===== src/include/spr_map.vh =====
`ifndef SPR_MAP_VH
`define SPR_MAP_VH
// Byte addresses on APB: register index times four.
`define SPR_IDX_NODE      4'h0
`define SPR_IDX_GAPCTL    4'h1
`define SPR_IDX_EXTPORT   4'h2
`define SPR_IDX_SPEED     4'h3
`define SPR_IDX_LINKPWR   4'h4
`define SPR_IDX_EVENT     4'h5
`define SPR_IDX_RSVD6     4'h6
`define SPR_IDX_PAGESEL   4'h7
`define SPR_IDX_IRQ_STAT  4'h8
`define SPR_IDX_IRQ_MASK  4'h9
`define SPR_IDX_EVT_CTRL  4'hA
`define SPR_BANK_LIMIT    4'hF
`define SPR_PAGE_W        3
`define SPR_PAGE_RSVD_LO  3'h2
`define SPR_PAGE_RSVD_HI  3'h6
`define SPR_GAP_RESET     6'h3F
`define SPR_EXTENDED      3'h7
`define SPR_NUM_PORTS     4'h6
`define SPR_SPEED_CODE    3'h2
`define SPR_DELAY_CODE    4'h0
`define SPR_LONG_RESET_US 166
`define SPR_CLK_MHZ       50
`define SPR_IRQ_W         4
`define SPR_IRQ_SELFID    0
`define SPR_IRQ_ROOT      1
`define SPR_IRQ_POWER     2
`define SPR_IRQ_BRESET    3
`endif


===== src/design/spr_base_regs.v =====
// Behaviour
// - Sixteen registers: eight base, eight paged window.
// - Page select in base register 7 picks page.
// - Base registers never change with the page.
// - Reserved registers and fields read zero.
// - Pages two to six read all zero.
// - Node identifier read-only, invalid until self-ID done.
// - Root flag cleared by bus reset, set when root.
// - Cable power bit mirrors the power input.
// - Root holdoff cleared by hardware reset or a write of 0, not by bus reset.
// - Long reset request starts 166 us bus reset.
// - Long reset waits for traffic in progress.
// - Long reset request cleared by either reset.
// - Gap value drives the arbitration timing outputs.
// - Gap updated by write or configuration packet.
// - Gap 3Fh on reset or two bare bus resets.
// - Extended field reads constant 111b.
// - Port count field reads constant six.
// - Speed code 010b, delay code 0000b.
`timescale 1ns/10ps
`default_nettype none
`include "spr_map.vh"
module spr_base_regs #(
  parameter LONG_RESET_CYCLES = `SPR_LONG_RESET_US * `SPR_CLK_MHZ
) (
  input  wire        clk_in,
  input  wire        reset_in,
  input  wire        psel_in,
  input  wire        penable_in,
  input  wire        pwrite_in,
  input  wire [5:0]  paddr_in,
  input  wire [31:0] pwdata_in,
  output reg  [31:0] prdata_out,
  output reg         pready_out,
  output reg         pslverr_out,
  input  wire        bus_reset_in,
  input  wire        selfid_done_in,
  input  wire [5:0]  selfid_node_in,
  input  wire        became_root_in,
  input  wire        cable_power_in,
  input  wire        link_busy_in,
  input  wire        cfg_gap_valid_in,
  input  wire [5:0]  cfg_gap_in,
  input  wire [7:0]  page_data_in,
  output reg  [2:0]  page_sel_out,
  output reg  [3:0]  port_sel_out,
  output reg  [5:0]  gap_count_out,
  output reg         root_holdoff_out,
  output reg         long_reset_out,
  output reg         node_id_valid_out,
  output reg         irq_out
);
  localparam [31:0] LR_CYC = LONG_RESET_CYCLES;

  reg [5:0]  node_id_q;
  reg        node_valid_q;
  reg        root_q;
  reg        power_q;
  reg        holdoff_q;
  reg        lr_req_q;
  reg        lr_active_q;
  reg [31:0] lr_cnt_q;
  reg [5:0]  gap_q;
  reg        gap_touched_q;
  reg        bare_reset_q;
  reg [2:0]  page_q;
  reg [3:0]  port_q;
  reg [`SPR_IRQ_W-1:0] stat_q;
  reg [`SPR_IRQ_W-1:0] mask_q;
  reg [7:0]  rd_byte;
  reg        rd_err;
  wire       access  = psel_in & penable_in;
  wire       wr_acc  = access & pwrite_in;
  wire       rd_acc  = access & ~pwrite_in;
  wire [3:0] idx     = paddr_in[5:2];
  wire       misalign = (paddr_in[1:0] != 2'h0);
  wire       wr_gap  = wr_acc & ~misalign & (idx == `SPR_IDX_GAPCTL);
  wire       page_rsvd = (page_q >= `SPR_PAGE_RSVD_LO) && (page_q <= `SPR_PAGE_RSVD_HI);
  wire [`SPR_IRQ_W-1:0] events;

  assign events[`SPR_IRQ_SELFID] = selfid_done_in;
  assign events[`SPR_IRQ_ROOT]   = became_root_in;
  assign events[`SPR_IRQ_POWER]  = power_q & ~cable_power_in;
  assign events[`SPR_IRQ_BRESET] = bus_reset_in;

  // Read mux; base registers ignore the page, the window follows it.
  always @* begin
    rd_byte = 8'h00;
    rd_err  = 1'b0;
    case (idx)
      `SPR_IDX_NODE:    rd_byte = {node_id_q, root_q, power_q};
      `SPR_IDX_GAPCTL:  rd_byte = {holdoff_q, lr_req_q, gap_q};
      `SPR_IDX_EXTPORT: rd_byte = {`SPR_EXTENDED, 1'b0, `SPR_NUM_PORTS};
      `SPR_IDX_SPEED:   rd_byte = {`SPR_SPEED_CODE, 1'b0, `SPR_DELAY_CODE};
      `SPR_IDX_PAGESEL: rd_byte = {page_q, 1'b0, port_q};
      default: begin
        if (idx > `SPR_IDX_PAGESEL) begin
          rd_byte = page_rsvd ? 8'h00 : page_data_in;
        end else begin
          rd_byte = 8'h00;
        end
      end
    endcase
    if (misalign) begin
      rd_err = 1'b1;
    end
  end

  // Status and mask live at paged-window indices on page 7 only, so they
  // shadow no real paged content on pages 0 and 1.
  wire page_ctl = (page_q == 3'h7);

  // APB slave: zero wait state, answers in the access cycle.
  always @(posedge clk_in) begin
    if (reset_in) begin
      prdata_out  <= 32'h0000_0000;
      pready_out  <= 1'b0;
      pslverr_out <= 1'b0;
    end else begin
      pready_out  <= psel_in & ~penable_in;
      pslverr_out <= psel_in & ~penable_in & (paddr_in[1:0] != 2'h0);
      if (psel_in & ~penable_in) begin
        if (page_ctl && idx == `SPR_IDX_IRQ_STAT) begin
          prdata_out <= {{(32-`SPR_IRQ_W){1'b0}}, stat_q};
        end else if (page_ctl && idx == `SPR_IDX_IRQ_MASK) begin
          prdata_out <= {{(32-`SPR_IRQ_W){1'b0}}, mask_q};
        end else begin
          prdata_out <= {24'h00_0000, rd_byte};
        end
      end
    end
  end

  // Identity, root and power state.
  always @(posedge clk_in) begin
    if (reset_in) begin
      node_id_q    <= 6'h00;
      node_valid_q <= 1'b0;
      root_q       <= 1'b0;
      power_q      <= 1'b0;
    end else begin
      power_q <= cable_power_in;
      if (bus_reset_in) begin
        node_valid_q <= 1'b0;
        root_q       <= 1'b0;
      end else begin
        if (selfid_done_in) begin
          node_id_q    <= selfid_node_in;
          node_valid_q <= 1'b1;
        end
        if (became_root_in) begin
          root_q <= 1'b1;
        end
      end
    end
  end

  // Control writes. Read-only bits have no write path at all.
  always @(posedge clk_in) begin
    if (reset_in) begin
      holdoff_q <= 1'b0;
      page_q    <= 3'h0;
      port_q    <= 4'h0;
      mask_q    <= {`SPR_IRQ_W{1'b0}};
    end else if (wr_acc & ~misalign) begin
      if (idx == `SPR_IDX_GAPCTL) begin
        holdoff_q <= pwdata_in[7];
      end
      if (idx == `SPR_IDX_PAGESEL) begin
        page_q <= pwdata_in[7:5];
        port_q <= pwdata_in[3:0];
      end
      if (page_ctl && idx == `SPR_IDX_IRQ_MASK) begin
        mask_q <= pwdata_in[`SPR_IRQ_W-1:0];
      end
    end
  end

  // Long reset: request waits for idle link, then runs the full length.
  always @(posedge clk_in) begin
    if (reset_in) begin
      lr_req_q    <= 1'b0;
      lr_active_q <= 1'b0;
      lr_cnt_q    <= 32'h0000_0000;
    end else begin
      if (lr_active_q) begin
        if (lr_cnt_q == LR_CYC - 32'h0000_0001) begin
          lr_active_q <= 1'b0;
        end
        lr_cnt_q <= lr_cnt_q + 32'h0000_0001;
      end else if (lr_req_q & ~link_busy_in) begin
        lr_active_q <= 1'b1;
        lr_cnt_q    <= 32'h0000_0000;
      end
      // The long reset is itself a bus reset, so it consumes the request;
      // otherwise a single request would repeat the reset forever.
      if (bus_reset_in | (lr_req_q & ~lr_active_q & ~link_busy_in)) begin
        lr_req_q <= 1'b0;
      end else if (wr_gap) begin
        lr_req_q <= pwdata_in[6];
      end
    end
  end

  // Gap value: write or config packet; two bare bus resets restore 3Fh.
  always @(posedge clk_in) begin
    if (reset_in) begin
      gap_q         <= `SPR_GAP_RESET;
      gap_touched_q <= 1'b0;
      bare_reset_q  <= 1'b0;
    end else if (wr_gap) begin
      gap_q         <= pwdata_in[5:0];
      gap_touched_q <= 1'b1;
    end else if (cfg_gap_valid_in) begin
      gap_q         <= cfg_gap_in;
      gap_touched_q <= 1'b1;
    end else if (bus_reset_in) begin
      gap_touched_q <= 1'b0;
      bare_reset_q  <= 1'b1;
      if (~gap_touched_q & bare_reset_q) begin
        gap_q <= `SPR_GAP_RESET;
      end
    end
  end

  // Sticky status; set wins over the clear-on-read.
  wire rd_stat = rd_acc & page_ctl & (idx == `SPR_IDX_IRQ_STAT);
  always @(posedge clk_in) begin
    if (reset_in) begin
      stat_q <= {`SPR_IRQ_W{1'b0}};
    end else begin
      stat_q <= (rd_stat ? {`SPR_IRQ_W{1'b0}} : stat_q) | events;
    end
  end

  // Registered outputs.
  always @(posedge clk_in) begin
    if (reset_in) begin
      page_sel_out      <= 3'h0;
      port_sel_out      <= 4'h0;
      gap_count_out     <= `SPR_GAP_RESET;
      root_holdoff_out  <= 1'b0;
      long_reset_out    <= 1'b0;
      node_id_valid_out <= 1'b0;
      irq_out           <= 1'b0;
    end else begin
      page_sel_out      <= page_q;
      port_sel_out      <= port_q;
      gap_count_out     <= gap_q;
      root_holdoff_out  <= holdoff_q;
      long_reset_out    <= lr_active_q;
      node_id_valid_out <= node_valid_q;
      irq_out           <= |(stat_q & mask_q);
    end
  end
endmodule // spr_base_regs
`default_nettype wire


===== config.mk =====
export PLATFORM = sky130hd
export DESIGN_NAME = spr_base_regs
export DESIGN_NICKNAME = d
export VERILOG_FILES = /design/src/design/spr_base_regs.v
export VERILOG_INCLUDE_DIRS = /design/src /design/src/include
export SDC_FILE = /design/constraint.sdc
export NUM_CORES = 1
export LEC_CHECK = 0
export ABC_AREA = 1
export BUFFER_PORTS_ARGS = -buffer_cell sky130_fd_sc_hd__buf_2
export CORE_MARGIN = 2
export CORE_UTILIZATION = 35
export DETAILED_ROUTE_END_ITERATION = 8
export HOLD_SLACK_MARGIN = 0.03
export PLACE_DENSITY = 0.67
export SLEW_MARGIN = 40
export SYNTH_ARGS = -nofsm -noshare
export SYNTH_HDL_FRONTEND = slang
export SYNTH_SLANG_ARGS = --single-unit
export TNS_END_PERCENT = 5

===== constraint.sdc =====
create_clock -name clk_in -period 3.35 [get_ports clk_in]
set_input_delay 0.335 -clock clk_in [delete_from_list [all_inputs] [get_ports clk_in]]
set_output_delay 0.335 -clock clk_in [all_outputs]
set_load 0.1 [all_outputs]

==> impl_metrics.py <==
metrics = {
    "run_status": {
        "outcome": "complete, no violations",
    },
    "grt": {
        "track_usage": 0.172,
        "grt_use_met1": 0.222,
        "top_usage_layer": "met2",
        "grt_pass1_vias": 4165,
        "grt_overflow_total": 0,
        "grt_pass1_wl_mm": 19.9,
        "grt_max_degree": 50,
        "grtUsageMet3": 0.0318,
        "antenna_found_initial": 0,
        "use_met2": 0.290,
    },
    "clock_network": {
        "htree_levels": 3,
        "cts_hold_buf": 0,
        "cts_made_buffers": 9,
        "path_clk_slew_ns": 0.07,
        "cts_resized": 0,
        "clk_latency_ns": 0.35,
        "cts_buffer_depth": 2,
        "clockRootBuffer": "clkbuf_16",
        "cts_setup_buffers": 0,
        "cts_sinks": 94,
        "cts_tree": "yes",
    },
    "drt": {
        "vias_per_cell": 4.72,
        "drc_errors": 0,
        "dr_total_vias": 4595,
        "wl_per_cell_um": 12.8,
        "postRouteAntennaNets": 0,
        "drt_first_pass_iters": 5,
        "wl_mm": 12.5,
        "drtIter0Drc": 213,
    },
    "sta": {
        "relSlewSlack": 0.571,
        "timing.final.crit_share": 0.665,
        "fin_skew_ns": 0.00889,
        "fmax_ghz": 0.449,
        "final-setup-viol-count": 0,
        "drv_slew": 0,
        "min_period_ns": 2.23,
        "hold_viol_final": 0,
        "tightest_slew_ns": 0.643,
        "finalSetupTns_ns": 0,
        "rsz0062_at_grt": "no",
    },
    "yosys": {
        "syn_area_um2": 4850,
        "avgSynthCellArea_um2": 6.70,
        "netlist.area_leader.share": 0.388,
        "synth_seq_area_share": 0.388,
        "synthFlopType": "dfxtp_1",
        "yosys_warnings": 0,
        "synth_cell_types": 39,
        "synthCells": 724,
        "synthTopCellsByArea": "dfxtp_1 (39%), nand2_1 (14%), nor2_1 (7.6%)",
        "synth_seq_cells": 94,
        "synth_edf_count": 0,
        "synth_area_leader_cell": "dfxtp_1",
        "async_flop_share": 0,
    },
    "layout": {
        "drive_gt1_frac": 0.156,
        "fin_nets": 859,
        "fill_cells": 1463,
        "n_antenna_cell": 0,
        "syn_to_final_growth_pct": 14.6,
    },
    "setup_path": {
        "r2r-start": "lr_active_q",
        "slowest_delay_ns": 0.73,
        "crit_start": "lr_active_q",
        "worst-path-stages": 6,
        "endpoint": "lr_cnt_q[9]",
        "reg2reg_depth": 6,
        "critPathSlowestCell": "dfxtp_1",
        "cp_max_fo": 17,
        "critPathTopFamily": "flip-flops",
        "crit_arrival_ns": 2.50,
        "reg2reg_to": "lr_cnt_q[9]",
        "start_kind": "register",
        "ff2ff_setup_slack_ns": 1.12,
        "crit_path_cell_trace": "inv_1 -> nand3_1 -> nand2_1 -> inv_1 -> nand2_1 -> a21boi_0",
        "cp-end-kind": "register",
        "cp.required_ns": 3.62,
        "crit_type": "register to register",
        "worstPathBufferInverterCount": 2,
    },
    "power": {
        "power.total_mw": 2.52,
        "ir_drop_mv": 0.275,
        "pwr-share-clk": 0.405,
        "power_leakage_nw": 2.37,
        "pwr-share-comb": 0.134,
        "p_per_area_nw_per_um2": 453,
        "power_frac_seq": 0.462,
        "p_int_mw": 1.78,
        "switchingPower_mw": 0.732,
        "swShare": 0.291,
    },
    "placement": {
        "io_buffers": 71,
        "place_congestion": 0.884,
        "place_hpwl_mm": 9.45,
    },
    "floorplan": {
        "initial_core_util": 0.353,
        "placementRows": 43,
        "die_h_um": 122,
        "ioPinCount": 120,
        "coreArea_um2": 13700,
        "die_w_um": 122,
        "die_area_um2": 14800,
    },
    "run": {
        "maxCapViolCount": 0,
    },
    "worst_hold_path": {
        "worst_hold_path_type": "input pin to register",
    },
}
-- power by group through the flow --
stage / clock network, mW / logic (mW) / registers [mW]
final: 1.02 / 0.336 / 1.16
after global routing: 1.08 / 0.359 / 1.16
after CTS: 1.03 / 0.336 / 1.16
after detailed placement: 0 / 0.335 / 1.19
after global placement: 0 / 0.334 / 1.19
after floorplan: 0 / 0.229 / 1.24
-- area by class of cell --
type	count	area (µm²)	area share
Timing Repair Buffer	73	370	0.0667
Tap cell	180	225	0.0405
Clock inverter	5	60.1	0.0108
Multi-Input combinational cell	531	2490	0.447
Sequential cell	94	1880	0.339
Clock buffer	11	233	0.0419
Inverter	80	300	0.0540
-- cell usage after synthesis, drive strengths merged (2+ instances only) --
library cell  number
or2                7
inv               79
dfxtp             94
a211oi             2
o22ai              3
nor2             107
a21oi             49
o21ai             30
nor3              21
nor4               3
clkbuf            10
nand3b             6
nand4             11
buf               32
nand2            183
nand3             67
o211ai             6
a21boi             4
-- worst min-delay path, cell delays in order --
cell	delay (ns)
buf_2	0.07
inv_1	0.04
nor2_1	0.07
-- cell usage in the layout (no fill, tap or decap), drive strengths merged --
| cell | synthesis | layout |
|---|---|---|
| clkinvlp | 0 | 1 |
| a21oi | 49 | 49 |
| a41oi | 1 | 1 |
| a211oi | 2 | 2 |
| nand3 | 67 | 67 |
| clkbuf | 10 | 11 |
| nor2 | 107 | 107 |
| or3 | 1 | 1 |
| conb | 1 | 24 |
| inv | 79 | 79 |
| nand2 | 183 | 183 |
| xor2 | 1 | 1 |
| nor4 | 3 | 3 |
| a31oi | 1 | 1 |
| or2 | 7 | 7 |
| dfxtp | 94 | 94 |
| o22ai | 3 | 3 |
| nor3 | 21 | 21 |
| a21boi | 4 | 4 |
| bufinv | 0 | 1 |
| a32o | 1 | 1 |
| and3 | 1 | 1 |
| buf | 32 | 73 |
| o211ai | 6 | 6 |
| and2 | 1 | 1 |
| ha | 1 | 1 |
| clkinv | 1 | 4 |
| nand4 | 11 | 11 |
| nand3b | 6 | 6 |
| o21ai | 30 | 30 |
-- state kept, by name, indices dropped and copies added, names as in the netlist, 4 cells and up --
name           cells
port_q             4
gap_count_out      6
node_id_q          6
port_sel_out       4
stat_q             4
prdata_out         8
gap_q              6
lr_cnt_q          32
mask_q             4
-- worst min-delay path by stage --
stage | start | endpoint | cells after the start
floorplan | node_valid_q | node_id_valid_out | 2
CTS | cable_power_in | power_q | 3
global placement | node_valid_q | node_id_valid_out | 2
detailed placement | node_valid_q | node_id_valid_out | 2
global route | cable_power_in | power_q | 3
finish | cable_power_in | power_q | 3
-- routing by layer --
layer  share of wire  vias up  wire (µm)
li1                -     2423          -
met2            0.47      124       5800
met4           0.018        0        225
met5               0        -          0
met3           0.049       15        611
met1            0.47     2033       5820
-- cells by family (layout without fill, tap and decap cells) --
logic type,after synthesis,count (layout),share of synthesized area
fa+ha+maj,1,1,0.00258
buf+inv,122,169,0.118
simple gates,408,408,0.380
other cells,1,24,0.000773
xor+xnor,1,1,0.00181
compound gates,97,97,0.109
flops,94,94,0.388
-- through the flow --
stage                     setup slack [ns]  utilization  cell area [µm²]  hold slack (ns)  instances
after global routing                 0.928        0.405             5560            0.237        974
after floorplan                       1.82            -             4940            0.410        747
after CTS                             1.14        0.405             5550            0.215        974
after detailed placement              1.15        0.383             5260            0.430        958
after global placement                1.18        0.383             5260            0.425        958
final                                 1.12        0.405             5560            0.220        974
No activity file was read; power rests on OpenSTA's default activity.
